File: config.mk
export PLATFORM = sky130hd
export DESIGN_NAME = ire_request_enable_bank
export DESIGN_NICKNAME = d
export VERILOG_FILES = /design/src/hdl/README_unused.sv /design/src/pkg/ire_pkg.sv /design/src/hdl/ire_prio_sel.sv /design/src/hdl/ire_request_enable_bank.sv
export VERILOG_INCLUDE_DIRS = /design/src /design/src/pkg
export SDC_FILE = /design/constraint.sdc
export NUM_CORES = 1
export LEC_CHECK = 0
export BUFFER_PORTS_ARGS = -buffer_cell sky130_fd_sc_hd__buf_2
export CAP_MARGIN = 10
export CORE_MARGIN = 4
export CORE_UTILIZATION = 48
export DETAILED_ROUTE_END_ITERATION = 16
export GPL_TIMING_DRIVEN = 0
export PLACE_DENSITY = 0.81
export SLEW_MARGIN = 10
export SYNTH_ARGS = -nofsm -noshare
export SYNTH_HDL_FRONTEND = slang
export SYNTH_SLANG_ARGS = --single-unit
File: constraint.sdc
create_clock -name sys_clk -period 6.5 [get_ports sys_clk]
set_clock_uncertainty 0.1 [all_clocks]
set_input_delay 0.65 -clock sys_clk [delete_from_list [all_inputs] [get_ports sys_clk]]
set_output_delay 0.65 -clock sys_clk [all_outputs]
set_load 0.02 [all_outputs]
File: src/pkg/ire_cfg.svh
// Register indices, field positions, reset values for the request bank
`ifndef IRE_CFG_SVH
`define IRE_CFG_SVH

// ****************************************
// Register indices (byte address = index * 4)
// ****************************************
`define IRE_IDX_W 12
`define IRE_IDX_REQ 12'hfc0
`define IRE_IDX_ENH 12'hfc1
`define IRE_IDX_ENL 12'hfc2
`define IRE_IDX_STAT 12'hfc4
`define IRE_IDX_MASK 12'hfc5
`define IRE_IDX_CLR 12'hfc6

// ****************************************
// Widths
// ****************************************
`define IRE_ADDR_W 14
`define IRE_REG_W 8
`define IRE_DATA_W 32
`define IRE_SRC_IDX_W 3

// ****************************************
// Field positions
// ****************************************
`define IRE_BIT_TIMER_B 6
`define IRE_BIT_TIMER_A 5
`define IRE_BIT_SERIAL_RX 4
`define IRE_BIT_SERIAL_TX 3
`define IRE_BIT_CONVERTER 0
`define IRE_IMPL_MASK 8'h79

// ****************************************
// Reset values
// ****************************************
`define IRE_RST_BYTE 8'h00
`define IRE_RST_WORD 32'h0000_0000

`endif

File: src/hdl/README_unused.sv
`timescale 1ns/10ps

File: src/pkg/ire_pkg.sv
// Types shared by the request bank design files
`include "ire_cfg.svh"

package ire_pkg;

  typedef logic [`IRE_REG_W-1:0] ire_byte_t;

  typedef enum logic [1:0] {
    IRE_LVL_OFF = 2'h0,
    IRE_LVL_LOW = 2'h1,
    IRE_LVL_NOM = 2'h2,
    IRE_LVL_HIGH = 2'h3
  } ire_level_e;

  typedef enum logic {
    IRE_BUS_IDLE = 1'h0,
    IRE_BUS_ANSWER = 1'h1
  } ire_bus_e;

  typedef struct packed {
    logic timerBRequest;
    logic timerARequest;
    logic serialRxRequest;
    logic serialTxRequest;
    logic converterRequest;
  } ire_src_s;

  typedef struct packed {
    logic watchdogIrq;
    logic primaryOscFail;
    logic watchdogOscFail;
  } ire_trap_s;

  typedef struct packed {
    logic valid;
    logic [`IRE_SRC_IDX_W-1:0] source;
    ire_level_e level;
  } ire_vec_s;

  typedef struct packed {
    ire_bus_e bus;
    logic [`IRE_DATA_W-1:0] readData;
    ire_byte_t req;
    ire_byte_t enh;
    ire_byte_t enl;
    ire_byte_t stat;
    ire_byte_t mask;
    logic irq;
    ire_vec_s vec;
    ire_trap_s trap;
  } ire_state_s;

endpackage

File: src/hdl/ire_prio_sel.sv
// Priority selector: picks the pending enabled source of highest level
`timescale 1ns/10ps
`include "ire_cfg.svh"

module ire_prio_sel #(
  parameter int unsigned WIDTH = `IRE_REG_W
) (
  input wire logic [WIDTH-1:0] pending,
  input wire logic [WIDTH-1:0] enableHigh,
  input wire logic [WIDTH-1:0] enableLow,
  output ire_pkg::ire_vec_s winner
);
  import ire_pkg::*;

  logic [1:0] bestLvl [WIDTH+1];
  logic [`IRE_SRC_IDX_W-1:0] bestIdx [WIDTH+1];

  assign bestLvl[0] = IRE_LVL_OFF;
  assign bestIdx[0] = '0;

  // ****************************************
  // Scan, later bits win ties
  // ****************************************
  for (genvar i = 0; i < WIDTH; i++) begin : g_scan
    logic [1:0] lvl;
    logic take;
    assign lvl = pending[i] ? {enableHigh[i], enableLow[i]} : 2'h0;
    assign take = (lvl != 2'h0) && (lvl >= bestLvl[i]);
    assign bestLvl[i+1] = take ? lvl : bestLvl[i];
    assign bestIdx[i+1] = take ? `IRE_SRC_IDX_W'(i) : bestIdx[i];
  end

  assign winner.valid = bestLvl[WIDTH] != 2'h0;
  assign winner.source = bestIdx[WIDTH];
  assign winner.level = ire_level_e'(bestLvl[WIDTH]);

endmodule

File: src/hdl/ire_request_enable_bank.sv
// Interrupt request group 0: pending bits, priority enables, vectoring
//
// Functional notes
// - A request from any source sets and holds its pending bit in the request register.
// - With interrupts globally enabled a pending enabled request is offered as a vector.
// - The request register keeps timer B pending in bit 6 and timer A pending in bit 5.
// - Serial receive sits in bit 4, serial transmit in bit 3, converter in bit 0, others zero.
// - The low enable register has one writable bit per source, reserved bits read zero.
// - A high enable register gives each source a high bit paired with its low bit.
// - Watchdog and oscillator fail traps bypass the request, enable and priority logic.
`timescale 1ns/10ps
`include "ire_cfg.svh"

module ire_request_enable_bank (
  input wire logic sys_clk,
  input wire logic nrst,
  input wire logic [`IRE_ADDR_W-1:0] avs_address,
  input wire logic avs_read,
  input wire logic avs_write,
  input wire logic [`IRE_DATA_W-1:0] avs_writedata,
  input wire logic [3:0] avs_byteenable,
  output logic [`IRE_DATA_W-1:0] avs_readdata,
  output logic avs_waitrequest,
  input ire_pkg::ire_src_s sources,
  input wire logic globalIntEnable,
  input wire logic vecAck,
  output logic vecReq,
  output logic [`IRE_SRC_IDX_W-1:0] vecSource,
  output ire_pkg::ire_level_e vecLevel,
  input ire_pkg::ire_trap_s trapIn,
  output ire_pkg::ire_trap_s trapOut,
  output logic irqOut
);
  import ire_pkg::*;

  localparam ire_byte_t IMPL = `IRE_IMPL_MASK;

  ire_state_s s_q;
  ire_state_s s_d;
  ire_vec_s win;
  ire_byte_t srcVec;
  logic [`IRE_IDX_W-1:0] idx;
  logic aligned;
  logic hitReq;
  logic hitEnh;
  logic hitEnl;
  logic hitStat;
  logic hitMask;
  logic hitClr;
  logic readTake;
  logic writeTake;
  logic ackTake;
  ire_byte_t wByte;
  ire_byte_t rByte;

  // ****************************************
  // Source mapping into register layout
  // ****************************************
  always_comb begin
    srcVec = `IRE_RST_BYTE;
    srcVec[`IRE_BIT_TIMER_B] = sources.timerBRequest;
    srcVec[`IRE_BIT_TIMER_A] = sources.timerARequest;
    srcVec[`IRE_BIT_SERIAL_RX] = sources.serialRxRequest;
    srcVec[`IRE_BIT_SERIAL_TX] = sources.serialTxRequest;
    srcVec[`IRE_BIT_CONVERTER] = sources.converterRequest;
  end

  // ****************************************
  // Address decode
  // ****************************************
  assign idx = avs_address[`IRE_ADDR_W-1:2];
  assign aligned = avs_address[1:0] == 2'h0;

  always_comb begin
    hitReq = 1'b0;
    hitEnh = 1'b0;
    hitEnl = 1'b0;
    hitStat = 1'b0;
    hitMask = 1'b0;
    hitClr = 1'b0;
    if (!aligned) begin
      hitReq = 1'b0;
    end else if (idx == `IRE_IDX_REQ) begin
      hitReq = 1'b1;
    end else if (idx == `IRE_IDX_ENH) begin
      hitEnh = 1'b1;
    end else if (idx == `IRE_IDX_ENL) begin
      hitEnl = 1'b1;
    end else if (idx == `IRE_IDX_STAT) begin
      hitStat = 1'b1;
    end else if (idx == `IRE_IDX_MASK) begin
      hitMask = 1'b1;
    end else if (idx == `IRE_IDX_CLR) begin
      hitClr = 1'b1;
    end
  end

  // Read data mux, unmapped and write-only read zero
  always_comb begin
    rByte = `IRE_RST_BYTE;
    if (hitReq) begin
      rByte = s_q.req & IMPL;
    end else if (hitEnh) begin
      rByte = s_q.enh & IMPL;
    end else if (hitEnl) begin
      rByte = s_q.enl & IMPL;
    end else if (hitStat) begin
      rByte = s_q.stat;
    end else if (hitMask) begin
      rByte = s_q.mask;
    end
  end

  // ****************************************
  // Bus handshake: one wait cycle per access
  // ****************************************
  assign avs_waitrequest = (avs_read || avs_write) && (s_q.bus == IRE_BUS_IDLE);
  assign readTake = avs_read && (s_q.bus == IRE_BUS_IDLE);
  assign writeTake = avs_write && (s_q.bus == IRE_BUS_ANSWER) && avs_byteenable[0];
  assign wByte = avs_writedata[`IRE_REG_W-1:0];
  assign ackTake = vecAck && s_q.vec.valid;

  // ****************************************
  // Priority selection
  // ****************************************
  ire_prio_sel #(
    .WIDTH(`IRE_REG_W)
  ) u_sel (
    .pending(s_q.req & IMPL),
    .enableHigh(s_q.enh),
    .enableLow(s_q.enl),
    .winner(win)
  );

  // ****************************************
  // Next state
  // ****************************************
  always_comb begin
    s_d = s_q;
    case (s_q.bus)
      IRE_BUS_IDLE: begin
        if (avs_read || avs_write) begin
          s_d.bus = IRE_BUS_ANSWER;
        end
      end
      IRE_BUS_ANSWER: begin
        s_d.bus = IRE_BUS_IDLE;
      end
      default: begin
        s_d.bus = IRE_BUS_IDLE;
      end
    endcase
    if (readTake) begin
      s_d.readData = {{(`IRE_DATA_W-`IRE_REG_W){1'b0}}, rByte};
    end
    // Request register: software write, vector ack, then hardware set wins
    if (writeTake && hitReq) begin
      s_d.req = wByte & IMPL;
    end
    if (ackTake) begin
      s_d.req[s_q.vec.source] = 1'b0;
    end
    s_d.req = (s_d.req | srcVec) & IMPL;
    if (writeTake && hitEnh) begin
      s_d.enh = wByte & IMPL;
    end
    if (writeTake && hitEnl) begin
      s_d.enl = wByte & IMPL;
    end
    if (writeTake && hitMask) begin
      s_d.mask = wByte & IMPL;
    end
    if (writeTake && hitClr) begin
      s_d.stat = s_q.stat & ~wByte;
    end
    s_d.stat = (s_d.stat | srcVec) & IMPL;
    s_d.irq = |(s_d.stat & s_d.mask);
    // Vector offer, dropped for one cycle after an ack
    if (!globalIntEnable || ackTake) begin
      s_d.vec = '0;
    end else begin
      s_d.vec = win;
    end
    s_d.trap = trapIn;
  end

  always_ff @(posedge sys_clk or negedge nrst) begin
    if (!nrst) begin
      s_q <= '0;
    end else begin
      s_q <= s_d;
    end
  end

  // ****************************************
  // Outputs
  // ****************************************
  assign avs_readdata = s_q.readData;
  assign vecReq = s_q.vec.valid;
  assign vecSource = s_q.vec.source;
  assign vecLevel = s_q.vec.level;
  assign trapOut = s_q.trap;
  assign irqOut = s_q.irq;
endmodule

==> summary.log, run 1 <==
[synthesis] Mapped Avg Cell Area 9.699 µm²
[synthesis] proportion of register bits with asynchronous set or reset after synthesis 100.0%
[timing] min Tclk post-route 5.474 ns
[synthesis] Synth Warn # 0
[synthesis] number of distinct standard cells referenced by the synthesized netlist 50
[routing] DRC viols 0
[timing] final-layout setup total negative slack 0 ns
[timing] Final Setup Violations 0
[synthesis] count leader, synth sky130_fd_sc_hd__dfrtp_1
[clocking] CTS clk-pin slew, worst paths 0.08 ns
[clocking] worst-skew pair later-pin latency 0.30 ns
[clocking] cts repair resizes 0
[critical_path] element type at the critical path start flop
[synthesis] main area contributors after synthesis sky130_fd_sc_hd__dfrtp_1 40%, sky130_fd_sc_hd__buf_4 12%, sky130_fd_sc_hd__mux2_2 6.5%, sky130_fd_sc_hd__nand2_1 3.1%, sky130_fd_sc_hd__o21ai_0 2.9%
[synthesis] netlist area before placement 0.002580 mm²
[routing] count of vias placed by the detailed router 2093
[routing] Routed Antenna Nets 0
[critical_path] critical-path cell with the highest stage delay sky130_fd_sc_hd__o311ai_0
[place] count of buffers inserted at the top-level ports 49
[timing] endpoints failing hold 0
[timing] crit share post-route 84.21%
[timing] headroom to the max-slew limit 39.98%
[place] gpl congestion 0.9067
[critical_path] type of the worst setup path flop to flop
[critical_path] cells along the critical path and2_1, ha_1, nand2b_1, o2111ai_1, nand3_1, ha_1, nor3b_1, a2bb2oi_2, mux2i_1, inv_1, ha_1, o311ai_0, o31a_1, inv_1, nor2_1, a21oi_1, ha_1, nand2b_1, a21oi_1, a21oi_1, a41oi_1, nor2_1
[critical_path] critical path fanouts, max 6
[critical_path] maximum cell stage delay along the critical path 0.49 ns
[critical_path] Largest delay share family, worst path compound AO/OA/AOI/OAI gates
[clocking] clock sink count 41
[synthesis] #FFs+latches synth 41
[global_routing] wire length of the first global-routing pass 9087 µm
[clocking] H-tree level count 2
[hold_path] HP Class input port to flop
[timing] unrepaired setup endpoints after global routing false
[synthesis] share of synthesized area occupied by flip-flops and latches 39.77%
[synthesis] commonest cells in the netlist 41 x sky130_fd_sc_hd__dfrtp_1, 40 x sky130_fd_sc_hd__buf_4, 21 x sky130_fd_sc_hd__nand2_1
[flow_run] max-capacitance violation count 0
[final_layout] fraction of layout instances using a drive strength above 1 36.68%
[critical_path] required time at the worst-slack endpoint 6.58 ns
[routing] routed wirelength normalized by instance count 13.31 µm
[critical_path] Setup crit end kind flop
[synthesis] Top FF cell, synth sky130_fd_sc_hd__dfrtp_1
[power] overall power 570.9 µW
[critical_path] Critical Path AT 5.56 ns
[clocking] total CTS buffers 5
[global_routing] aggregate global-route resource usage 17.89%
[synthesis] EDFF count, synth 0
[global_routing] initial antenna violation count 0
[die] effective utilization at floorplan 49.88%
[clocking] hold bufs inserted after CTS 0
[synthesis] library cell occupying the most area in the post-synthesis netlist sky130_fd_sc_hd__dfrtp_1
[final_layout] Area growth syn-to-layout 21.87%
[critical_path] Most Frequent Cell on Critical Path sky130_fd_sc_hd__ha_1
[die] standard cell core area 0.005172 mm²
[outcome] run status finished clean
[critical_path] sum of buffers and inverters on the critical path 2
[power] Peak VDD IR 0.0002192 V
[die] Die Wd 81.32 µm
[final_layout] Antenna Diode Count 0
[place] HPWL after detailed placement 4532 µm
[timing] Max Freq 182.7 MHz
[die] Ports 107
[routing] final routed wirelength across all metal layers 5577 µm
[clocking] total setup buffers inserted after CTS 0
[power] total leakage power 1.706 nW
[synthesis] Cells after Synth 266
[clocking] Clock Root Buffer sky130_fd_sc_hd__clkbuf_8
[global_routing] remaining global-route overflow 0
[clocking] clock buffer depth 2
[die] floorplan die height 81.32 µm
[routing] initial drt markers 101
[final_layout] nets@finish 417
[die] Rows 26
[timing] Worst-Margin Slew 0.9003 ns
[power] total power divided by cell area 181.6 mW/mm²
[routing] detail-routed via count per cell 4.995
[die] Die Outline Area 0.006612 mm²
[global_routing] maximum number of pins on one net before global-route repair 42
[routing] DR pass1 iterations 4
[clocking] clock tree from TritonCTS built
[global_routing] via count of the first global-routing pass 1992
[synthesis] proportion of netlist area held by the largest area contributor 39.77%
[timing] Final Max Slew Viols 0
worst register-to-register path: cells and delay by family, from the launching register on:
| family | cells | cell delay, ns |
|---|---|---|
| adder cells (fa/ha/maj) | 4 | 1.23 |
| AO/OA/AOI/OAI | 8 | 1.93 |
| flip-flops | 1 | 0.47 |
| multiplexers | 1 | 0.35 |
| buffers and inverters | 2 | 0.20 |
| AND/OR/NAND/NOR | 7 | 1.10 |
kinds of logic after synthesis:
logic type	count (synthesis)	share of synthesized area [%]
adder cells (fa/ha/maj)	5	2.425
other	1	0.1454
buffers and inverters	51	13.43
flip-flops	41	39.77
AND/OR/NAND/NOR	79	17.12
AO/OA/AOI/OAI	68	18.24
multiplexers	21	8.875
layer usage:
layer	share of wire, %	global-route usage (%)	routed length [µm]
met2	49	30.05	2753
met5	0	0	0
met3	7.1	4.324	395
met4	1.8	6.250	101
met1	42	22.33	2327
flip-flops by register name, indices dropped and copies added, names as in the netlist:
name	count
s_q	26
avs_readdata	5
trapOut	3
vecSource	3
vecLevel	2
irqOut	1
vecReq	1
layout by cell type (no fill, tap or decap), drive strengths merged, types with 2 or more instances in the layout:
cell type,Yosys,routed
nor2b,4,4
o21bai,5,5
o21ai,15,15
nor4,2,2
o2bb2ai,4,4
and3,2,2
and3b,2,2
or2,2,2
clkbuf,0,5
and4,2,2
nand2b,3,3
a22oi,7,7
a31oi,3,3
nand4,4,4
nand2,22,22
a21oi,13,13
mux2,15,15
nand3,8,8
nor2,15,15
a21boi,2,2
conb,1,27
nor3,4,4
bufinv,0,2
buf,44,93
and2,4,4
inv,7,7
mux2i,6,6
a21o,8,8
dfrtp,41,41
ha,5,5
nor3b,4,4
stage by stage:
step	utilization (%)	setup slack (ns)	hold slack [ns]	std cells	cell area, µm²
after floorplan	-	1.793	0.2544	292	2678
after global placement	58.20	1.318	0.3601	411	3010
after detailed placement	58.20	1.163	0.3674	411	3010
after CTS	60.79	1.114	0.3487	419	3144
after global routing	60.79	0.5879	0.3443	419	3144
final	60.79	1.027	0.3548	419	3144
final timing paths:
| path | start | to | cells past startpoint | slack [ns] |
|---|---|---|---|---|
| min | trapIn[2] | trapOut[2]$_DFF_PN0_ | 1 | 0.35 |
| min in group asynchronous | nrst | s_q[15]$_DFF_PN0_ | 1 | 0.38 |
| min reg2reg | s_q[82]$_DFF_PN0_ | s_q[82]$_DFF_PN0_ | 1 | 0.38 |
| max | s_q[42]$_DFF_PN0_ | vecSource[1]$_DFF_PN0_ | 22 | 1.03 |
| max reg2reg | s_q[42]$_DFF_PN0_ | vecSource[1]$_DFF_PN0_ | 22 | 1.03 |
| max in group asynchronous | nrst | vecSource[0]$_DFF_PN0_ | 1 | 5.36 |
layout make-up:
| cell class | count | area (µm²) |
|---|---|---|
| clock buffer | 5 | 68.82 |
| clock inverter | 3 | 65.06 |
| fill | 462 | 2028 |
| multi-input combinational | 200 | 1305 |
| timing repair buffer | 49 | 245.2 |
| tap | 70 | 87.58 |
| sequential | 41 | 1026 |
| buffer | 44 | 320.3 |
| inverter | 7 | 26.28 |
power by group:
part	switching [mW]	internal (mW)
Sequential	0.00147	0.258
Combinational	0.0397	0.0279
Clock	0.0917	0.153
(Power assumes the default switching activity.)
==> run 2: changes to the inputs <==
--- a/config.mk
+++ b/config.mk
@@ -9,10 +9,10 @@
 export BUFFER_PORTS_ARGS = -buffer_cell sky130_fd_sc_hd__buf_2
 export CAP_MARGIN = 10
 export CORE_MARGIN = 4
-export CORE_UTILIZATION = 48
+export CORE_UTILIZATION = 44
 export DETAILED_ROUTE_END_ITERATION = 16
 export GPL_TIMING_DRIVEN = 0
-export PLACE_DENSITY = 0.81
+export PLACE_DENSITY = 0.78
 export SLEW_MARGIN = 10
 export SYNTH_ARGS = -nofsm -noshare
 export SYNTH_HDL_FRONTEND = slang
==> constraint.sdc (replaced) <==
create_clock -name sys_clk -period 4.9 [get_ports sys_clk]
set_clock_uncertainty 0.1 [all_clocks]
set_input_delay 0.49 -clock sys_clk [delete_from_list [all_inputs] [get_ports sys_clk]]
set_output_delay 0.49 -clock sys_clk [all_outputs]
set_load 0.02 [all_outputs]
==> summary.log, run 2 (synthesis gave the netlist of run 1 again) <==
[timing] smallest setup slack after layout 0.2313 ns
[place] HPWL after detailed placement 4657 µm
[place] Place WS -0.4471 ns
[place] gpl congestion 0.8202
[final_layout] Antenna Diode Count 0
[final_layout] nets@finish 424
[timing] crit share post-route 95.28%
[critical_path] cells along the critical path and2_1, ha_1, nand2b_4, o2111ai_1, nand3_1, ha_4, nor3b_2, a2bb2oi_2, mux2i_2, inv_2, ha_4, o311ai_4, o31a_1, inv_1, nor2_1, a21oi_1, ha_1, nand2b_1, a21oi_2, a21oi_1, nor2_1, a31oi_1
[timing] Max Freq 214.2 MHz
[critical_path] critical path fanouts, max 4
[clocking] clock buffer depth 2
[die] Die Outline Area 0.007153 mm²
[routing] final routed wirelength across all metal layers 6268 µm
[place] placement-stage cell area 0.003013 mm²
[critical_path] Setup crit end kind flop
[global_routing] via count of the first global-routing pass 2139
[global_routing] remaining global-route overflow 0
[routing] routed wirelength normalized by instance count 14.64 µm
[timing] Worst-Margin Slew 0.9157 ns
[critical_path] critical-path cell with the highest stage delay sky130_fd_sc_hd__dfrtp_2
[critical_path] type of the worst setup path flop to flop
[routing] detail-routed via count per cell 5.082
[routing] Routed Antenna Nets 0
[clocking] worst-skew pair later-pin latency 0.30 ns
[power] overall power 711.4 µW
[clocking] clock sink count 41
[critical_path] required time at the worst-slack endpoint 4.96 ns
[routing] initial drt markers 203
[flow_run] max-capacitance violation count 0
[die] standard cell core area 0.005608 mm²
[routing] count of vias placed by the detailed router 2175
[timing] headroom to the max-slew limit 38.95%
[global_routing] maximum number of pins on one net before global-route repair 42
[power] total leakage power 1.729 nW
[clocking] CTS clk-pin slew, worst paths 0.08 ns
[critical_path] Critical Path AT 4.73 ns
[final_layout] final design area excluding fillers 0.003251 mm²
[clocking] H-tree level count 2
[routing] DRC viols 0
[timing] endpoints failing hold 0
[die] floorplan die height 84.58 µm
[timing] min Tclk post-route 4.669 ns
[die] Rows 27
[global_routing] wire length of the first global-routing pass 10170 µm
[final_layout] Area growth syn-to-layout 25.99%
[final_layout] Util after Layout 57.97%
[critical_path] Largest delay share family, worst path compound AO/OA/AOI/OAI gates
[clocking] total CTS buffers 5
[routing] DR pass1 iterations 5
[clocking] hold bufs inserted after CTS 0
[hold_path] HP Class input port to flop
[final_layout] fraction of layout instances using a drive strength above 1 40.73%
[final_layout] flip-flop count of the largest register after layout 26
[final_layout] Top reg by flops s_q
[timing] Final Setup Violations 0
[power] Peak VDD IR 0.0002118 V
[die] effective utilization at floorplan 46.01%
[power] total power divided by cell area 218.9 mW/mm²
[die] Ports 107
[final_layout] most common cell after layout, fill and taps aside sky130_fd_sc_hd__buf_2
[clocking] clock tree from TritonCTS built
[critical_path] element type at the critical path start flop
[outcome] run status finished clean
[critical_path] maximum cell stage delay along the critical path 0.44 ns
[die] Die Wd 84.58 µm
[critical_path] sum of buffers and inverters on the critical path 2
[timing] Final Max Slew Viols 0
[clocking] Clock Root Buffer sky130_fd_sc_hd__clkbuf_8
[global_routing] aggregate global-route resource usage 17.48%
[global_routing] initial antenna violation count 0
[final_layout] leading cell types in the layout, fill and taps excluded 52 x sky130_fd_sc_hd__buf_2, 47 x sky130_fd_sc_hd__buf_4, 40 x sky130_fd_sc_hd__dfrtp_1
[place] count of buffers inserted at the top-level ports 49
run 2: cell types whose count changed in the layout (fill, tap and decap cells not counted), moves of 2 or more:
cell,previous run,this run
sky130_fd_sc_hd__ha_1,5,3
sky130_fd_sc_hd__ha_4,0,2
sky130_fd_sc_hd__a21oi_2,0,2
sky130_fd_sc_hd__a21oi_1,13,11
sky130_fd_sc_hd__buf_4,40,47
run 2: final timing paths:
path | slack [ns] | from | to | cells past startpoint
worst max-delay path | 0.23 | s_q[42]$_DFF_PN0_ | vecReq$_DFF_PN0_ | 22
worst min-delay path | 0.19 | trapIn[2] | trapOut[2]$_DFF_PN0_ | 1
worst max register to register | 0.23 | s_q[42]$_DFF_PN0_ | vecReq$_DFF_PN0_ | 22
worst min register to register | 0.38 | s_q[82]$_DFF_PN0_ | s_q[82]$_DFF_PN0_ | 1
max in group asynchronous | 3.87 | nrst | s_q[42]$_DFF_PN0_ | 1
min in group asynchronous | 0.22 | nrst | s_q[15]$_DFF_PN0_ | 1
run 2: area by class of cell:
type | instances | area [µm²]
inverters | 7 | 26.28
multi-input cells | 200 | 1371
repair buffers | 56 | 297.8
clock inverters | 3 | 46.29
well taps | 72 | 90.09
fillers | 530 | 2357
clock buffers | 5 | 68.82
flip-flops and latches | 41 | 1027
plain buffers | 44 | 322.8
run 2: power breakdown:
| part | internal (mW) | switching, mW | leakage, nW | total, mW |
|---|---|---|---|---|
| clock | 0.152 | 0.125 | 0.0543 | 0.277 |
| sequential | 0.342 | 0.00197 | 0.510 | 0.344 |
| combinational | 0.0370 | 0.0534 | 1.17 | 0.0905 |
run 2: repair_timing:
action                     CTS  global route
setup buffers                4             3
pin swaps                    2             6
setup endpoints to repair    6             6
resized for setup            6             7
run 2: metrics by stage:
step	std cells	hold slack (ns)	setup TNS (ns)
after global placement	413	0.3569	-1.351
after floorplan	292	0.09441	0
after detailed placement	413	0.3740	-2.331
after CTS	425	0.1838	0
final	428	0.1908	0
after global routing	428	0.1729	-0.03197
run 2: metal layers:
metal	up-vias	wire length [µm]	GRT usage, %
li1	1067	-	-
met1	1023	2526	20.75
met2	78	3269	32.17
met3	7	406	3.337
met4	0	65	4.460
met5	-	0	0
==> run 3: changes to the inputs <==
--- a/config.mk
+++ b/config.mk
@@ -9,11 +9,13 @@
 export BUFFER_PORTS_ARGS = -buffer_cell sky130_fd_sc_hd__buf_2
 export CAP_MARGIN = 10
 export CORE_MARGIN = 4
-export CORE_UTILIZATION = 44
+export CORE_UTILIZATION = 45
+export CTS_CLUSTER_DIAMETER = 50
 export DETAILED_ROUTE_END_ITERATION = 16
 export GPL_TIMING_DRIVEN = 0
 export PLACE_DENSITY = 0.78
 export SLEW_MARGIN = 10
 export SYNTH_ARGS = -nofsm -noshare
 export SYNTH_HDL_FRONTEND = slang
+export SYNTH_HIERARCHICAL = 1
 export SYNTH_SLANG_ARGS = --single-unit
==> summary.log, run 3 <==
[outcome] run status finished with violations
[outcome] violations in the final reports negative setup slack
[final_layout] fraction of layout instances using a drive strength above 1 42.30%
[synthesis] proportion of netlist area held by the largest area contributor 35.31%
[timing] Final Setup Violations 6
[timing] smallest setup slack after layout -0.4580 ns
[place] gpl congestion 0.8339
[synthesis] commonest cells in the netlist 41 x sky130_fd_sc_hd__dfrtp_1, 40 x sky130_fd_sc_hd__buf_4, 31 x sky130_fd_sc_hd__nand2_1
[global_routing] remaining global-route overflow 0
[timing] headroom to the max-slew limit 40.68%
[timing] endpoints failing hold 0
[synthesis] parity-gate share of the synthesized area counting xor and xnor cells 0%
[clocking] total CTS buffers 5
[final_layout] Area growth syn-to-layout 36.26%
[die] Rows 29
[synthesis] netlist area before placement 0.002905 mm²
[synthesis] Mapped Avg Cell Area 9.494 µm²
[timing] worst hold slack across all endpoints 0.1851 ns
[power] overall power 841.5 µW
[critical_path] required time at the worst-slack endpoint 4.99 ns
[routing] DR pass1 iterations 4
[final_layout] sequential cell area in the final layout 0.001026 mm²
[clocking] H-tree level count 2
[timing] Final Max Slew Viols 0
[clocking] clock buffer depth 2
[timing] min Tclk post-route 5.358 ns
[critical_path] end of the worst register-to-register path vecReq$_DFF_PN0_
[synthesis] count leader, synth sky130_fd_sc_hd__dfrtp_1
[synthesis] Cells after Synth 306
[routing] Routed Antenna Nets 0
[critical_path] launching point of the worst reg2reg path s_q[42]$_DFF_PN0_
[die] effective utilization at floorplan 46.02%
[synthesis] area fraction in and, or, nand and nor cells after synthesis 21.62%
[die] Die Outline Area 0.007806 mm²
[synthesis] Top FF cell, synth sky130_fd_sc_hd__dfrtp_1
[synthesis] share of the synthesized area in compound gates (AO/OA/AOI/OAI) 17.44%
[global_routing] aggregate global-route resource usage 17.46%
[hold_path] number of cells on the worst hold path 1
[global_routing] initial antenna violation count 0
[final_layout] total area of multi-input combinational cells 0.001952 mm²
[die] floorplan die height 88.35 µm
[synthesis] share of synthesized area occupied by flip-flops and latches 35.31%
[synthesis] post-synthesis share of cell area spent on full adders, half adders and majority gates 6.029%
[critical_path] maximum cell stage delay along the critical path 0.40 ns
[hold_path] HP Start trapIn[1]
[timing] crit share post-route 109.3%
[synthesis] #FFs+latches synth 41
[synthesis] EDFF count, synth 0
[final_layout] nets@finish 512
[global_routing] wire length of the first global-routing pass 10850 µm
[power] total leakage power 2.006 nW
[routing] final routed wirelength across all metal layers 6744 µm
[timing] Max Freq 186.6 MHz
[synthesis] Synth Warn # 6
[final_layout] Antenna Diode Count 0
[critical_path] type of the worst setup path flop to flop
[clocking] clock tree from TritonCTS built
[timing] unrepaired setup endpoints after global routing true
[power] total power divided by cell area 212.6 mW/mm²
[global_routing] via count of the first global-routing pass 2401
[routing] count of vias placed by the detailed router 2459
[flow_run] max-capacitance violation count 0
[critical_path] slack of the worst reg-to-reg path -0.46 ns
[die] Ports 107
[clocking] CTS clk-pin slew, worst paths 0.09 ns
[synthesis] largest family of logic cells by synthesized area simple AND/OR/NAND/NOR gates
[critical_path] Most Frequent Cell on Critical Path sky130_fd_sc_hd__nand2b_4
[routing] detail-routed via count per cell 4.803
[hold_path] WHS Endpoint trapOut[1]$_DFF_PN0_
[place] HPWL after detailed placement 5205 µm
[synthesis] proportion of register bits with asynchronous set or reset after synthesis 100.0%
[hold_path] HP Class input port to flop
[final_layout] Util after Layout 62.70%
[critical_path] critical path fanouts, max 4
[routing] routed wirelength normalized by instance count 13.17 µm
[synthesis] number of distinct standard cells referenced by the synthesized netlist 62
[place] count of buffers inserted at the top-level ports 49
[global_routing] maximum number of pins on one net before global-route repair 42
[place] Place WS -0.8549 ns
[critical_path] critical-path cell with the highest stage delay sky130_fd_sc_hd__dfrtp_1
[final_layout] Top reg by flops s_q
[routing] DRC viols 0
[final_layout] flip-flop count of the largest register after layout 26
[timing] Worst-Margin Slew 0.8898 ns
[final_layout] count of filler cells inserted in the layout 537
[final_layout] leading cell types in the layout, fill and taps excluded 65 x sky130_fd_sc_hd__buf_4, 50 x sky130_fd_sc_hd__buf_2, 48 x sky130_fd_sc_hd__conb_1
[clocking] Clock Root Buffer sky130_fd_sc_hd__clkbuf_8
[synthesis] main area contributors after synthesis sky130_fd_sc_hd__dfrtp_1 35%, sky130_fd_sc_hd__buf_4 10%, sky130_fd_sc_hd__ha_1 6.0%, sky130_fd_sc_hd__mux2_2 5.4%, sky130_fd_sc_hd__nand2_1 4.0%
[clocking] worst-skew pair later-pin latency 0.30 ns
[routing] initial drt markers 147
[synthesis] multiplexer area fraction after synthesis 7.149%
[die] standard cell core area 0.006314 mm²
[synthesis] library cell occupying the most area in the post-synthesis netlist sky130_fd_sc_hd__dfrtp_1
[critical_path] Register-to-Register Path Depth 31
[critical_path] Setup crit end kind flop
[critical_path] element type at the critical path start flop
[final_layout] most common cell after layout, fill and taps aside sky130_fd_sc_hd__buf_4
[clocking] clock sink count 41
[critical_path] Critical Path AT 5.45 ns
[power] Peak VDD IR 0.0001651 V
[die] Die Wd 88.35 µm
-- run 3: changes by cell type in the layout (fill, tap and decap cells not counted), sizes merged, moves of 7 or more --
cell,delta
conb,+21
buf,+16
nand2,+10
o21ai,+10
ha,+9
inv,+8
and3,+7
-- run 3: metrics by stage --
step                TNS, ns  instances  area, µm²
finish               -2.181        512       3959
global route         -3.780        512       3959
CTS                  -2.848        502       3820
detailed placement   -4.063        479       3577
global placement     -3.311        479       3577
floorplan            -1.610        353       3236
-- run 3: layout make-up --
| cell class | instances | area share [%] |
|---|---|---|
| clock inverters | 3 | 0.6321 |
| plain buffers | 42 | 7.807 |
| inverters | 13 | 1.233 |
| well taps | 77 | 2.434 |
| clock buffers | 5 | 1.738 |
| flip-flops and latches | 41 | 25.92 |
| multi-input cells | 257 | 49.30 |
| repair buffers | 74 | 10.94 |
-- run 3: kinds of logic after synthesis --
kind of cell               Yosys count
muxes                               19
adders and majority gates           14
DFF                                 41
buffers and inverters               55
AOI/OAI and AO/OA                   70
other                                1
and+or+nand+nor                    106
-- run 3: per-layer routing --
| layer | GRT usage [%] | vias to the layer above | wire length (µm) |
|---|---|---|---|
| met5 | 0 | - | 0 |
| met4 | 4.396 | 0 | 82 |
| met3 | 1.955 | 9 | 357 |
| met2 | 30.39 | 59 | 3488 |
| met1 | 23.21 | 1141 | 2815 |
| li1 | - | 1250 | - |
-- run 3: report_power, final --
group,internal [mW],switching [mW],total (mW)
combinational,0.122,0.129,0.250
clock,0.104,0.132,0.235
sequential,0.347,0.00832,0.356
total,0.573,0.268,0.841
-- run 3: what timing repair did --
| item | 4_1_cts | 5_1_grt |
|---|---|---|
| buffers inserted | 15 | 10 |
| hold buffers | 0 | 0 |
| pin swaps | 17 | 17 |
| endpoints found under the setup margin | 6 | 6 |
| gates resized for setup | 7 | 9 |
-- run 3: how the worst max path moves through the flow --
| stage | from | end | slack (ns) | depth (start not counted) |
|---|---|---|---|---|
| 5_1_grt | s_q[42]$_DFF_PN0_ | vecReq$_DFF_PN0_ | -0.74 | 30 |
| 4_1_cts | s_q[42]$_DFF_PN0_ | vecReq$_DFF_PN0_ | -0.61 | 30 |
| 3_5_place_dp | s_q[42]$_DFF_PN0_ | vecReq$_DFF_PN0_ | -0.85 | 30 |
| 6_report | s_q[42]$_DFF_PN0_ | vecReq$_DFF_PN0_ | -0.46 | 31 |
| 3_3_place_gp | s_q[42]$_DFF_PN0_ | vecReq$_DFF_PN0_ | -0.75 | 30 |
| 2_1_floorplan | s_q[42]$_DFF_PN0_ | vecReq$_DFF_PN0_ | -0.43 | 30 |
-- run 3: critical path, delay by kind of cell, from the launching register on --
kind            cells  cell delay, ns
flops               1            0.40
compound gates     11            1.77
simple gates       14            1.64
fa+ha+maj           5            1.23
buf+inv             1            0.07
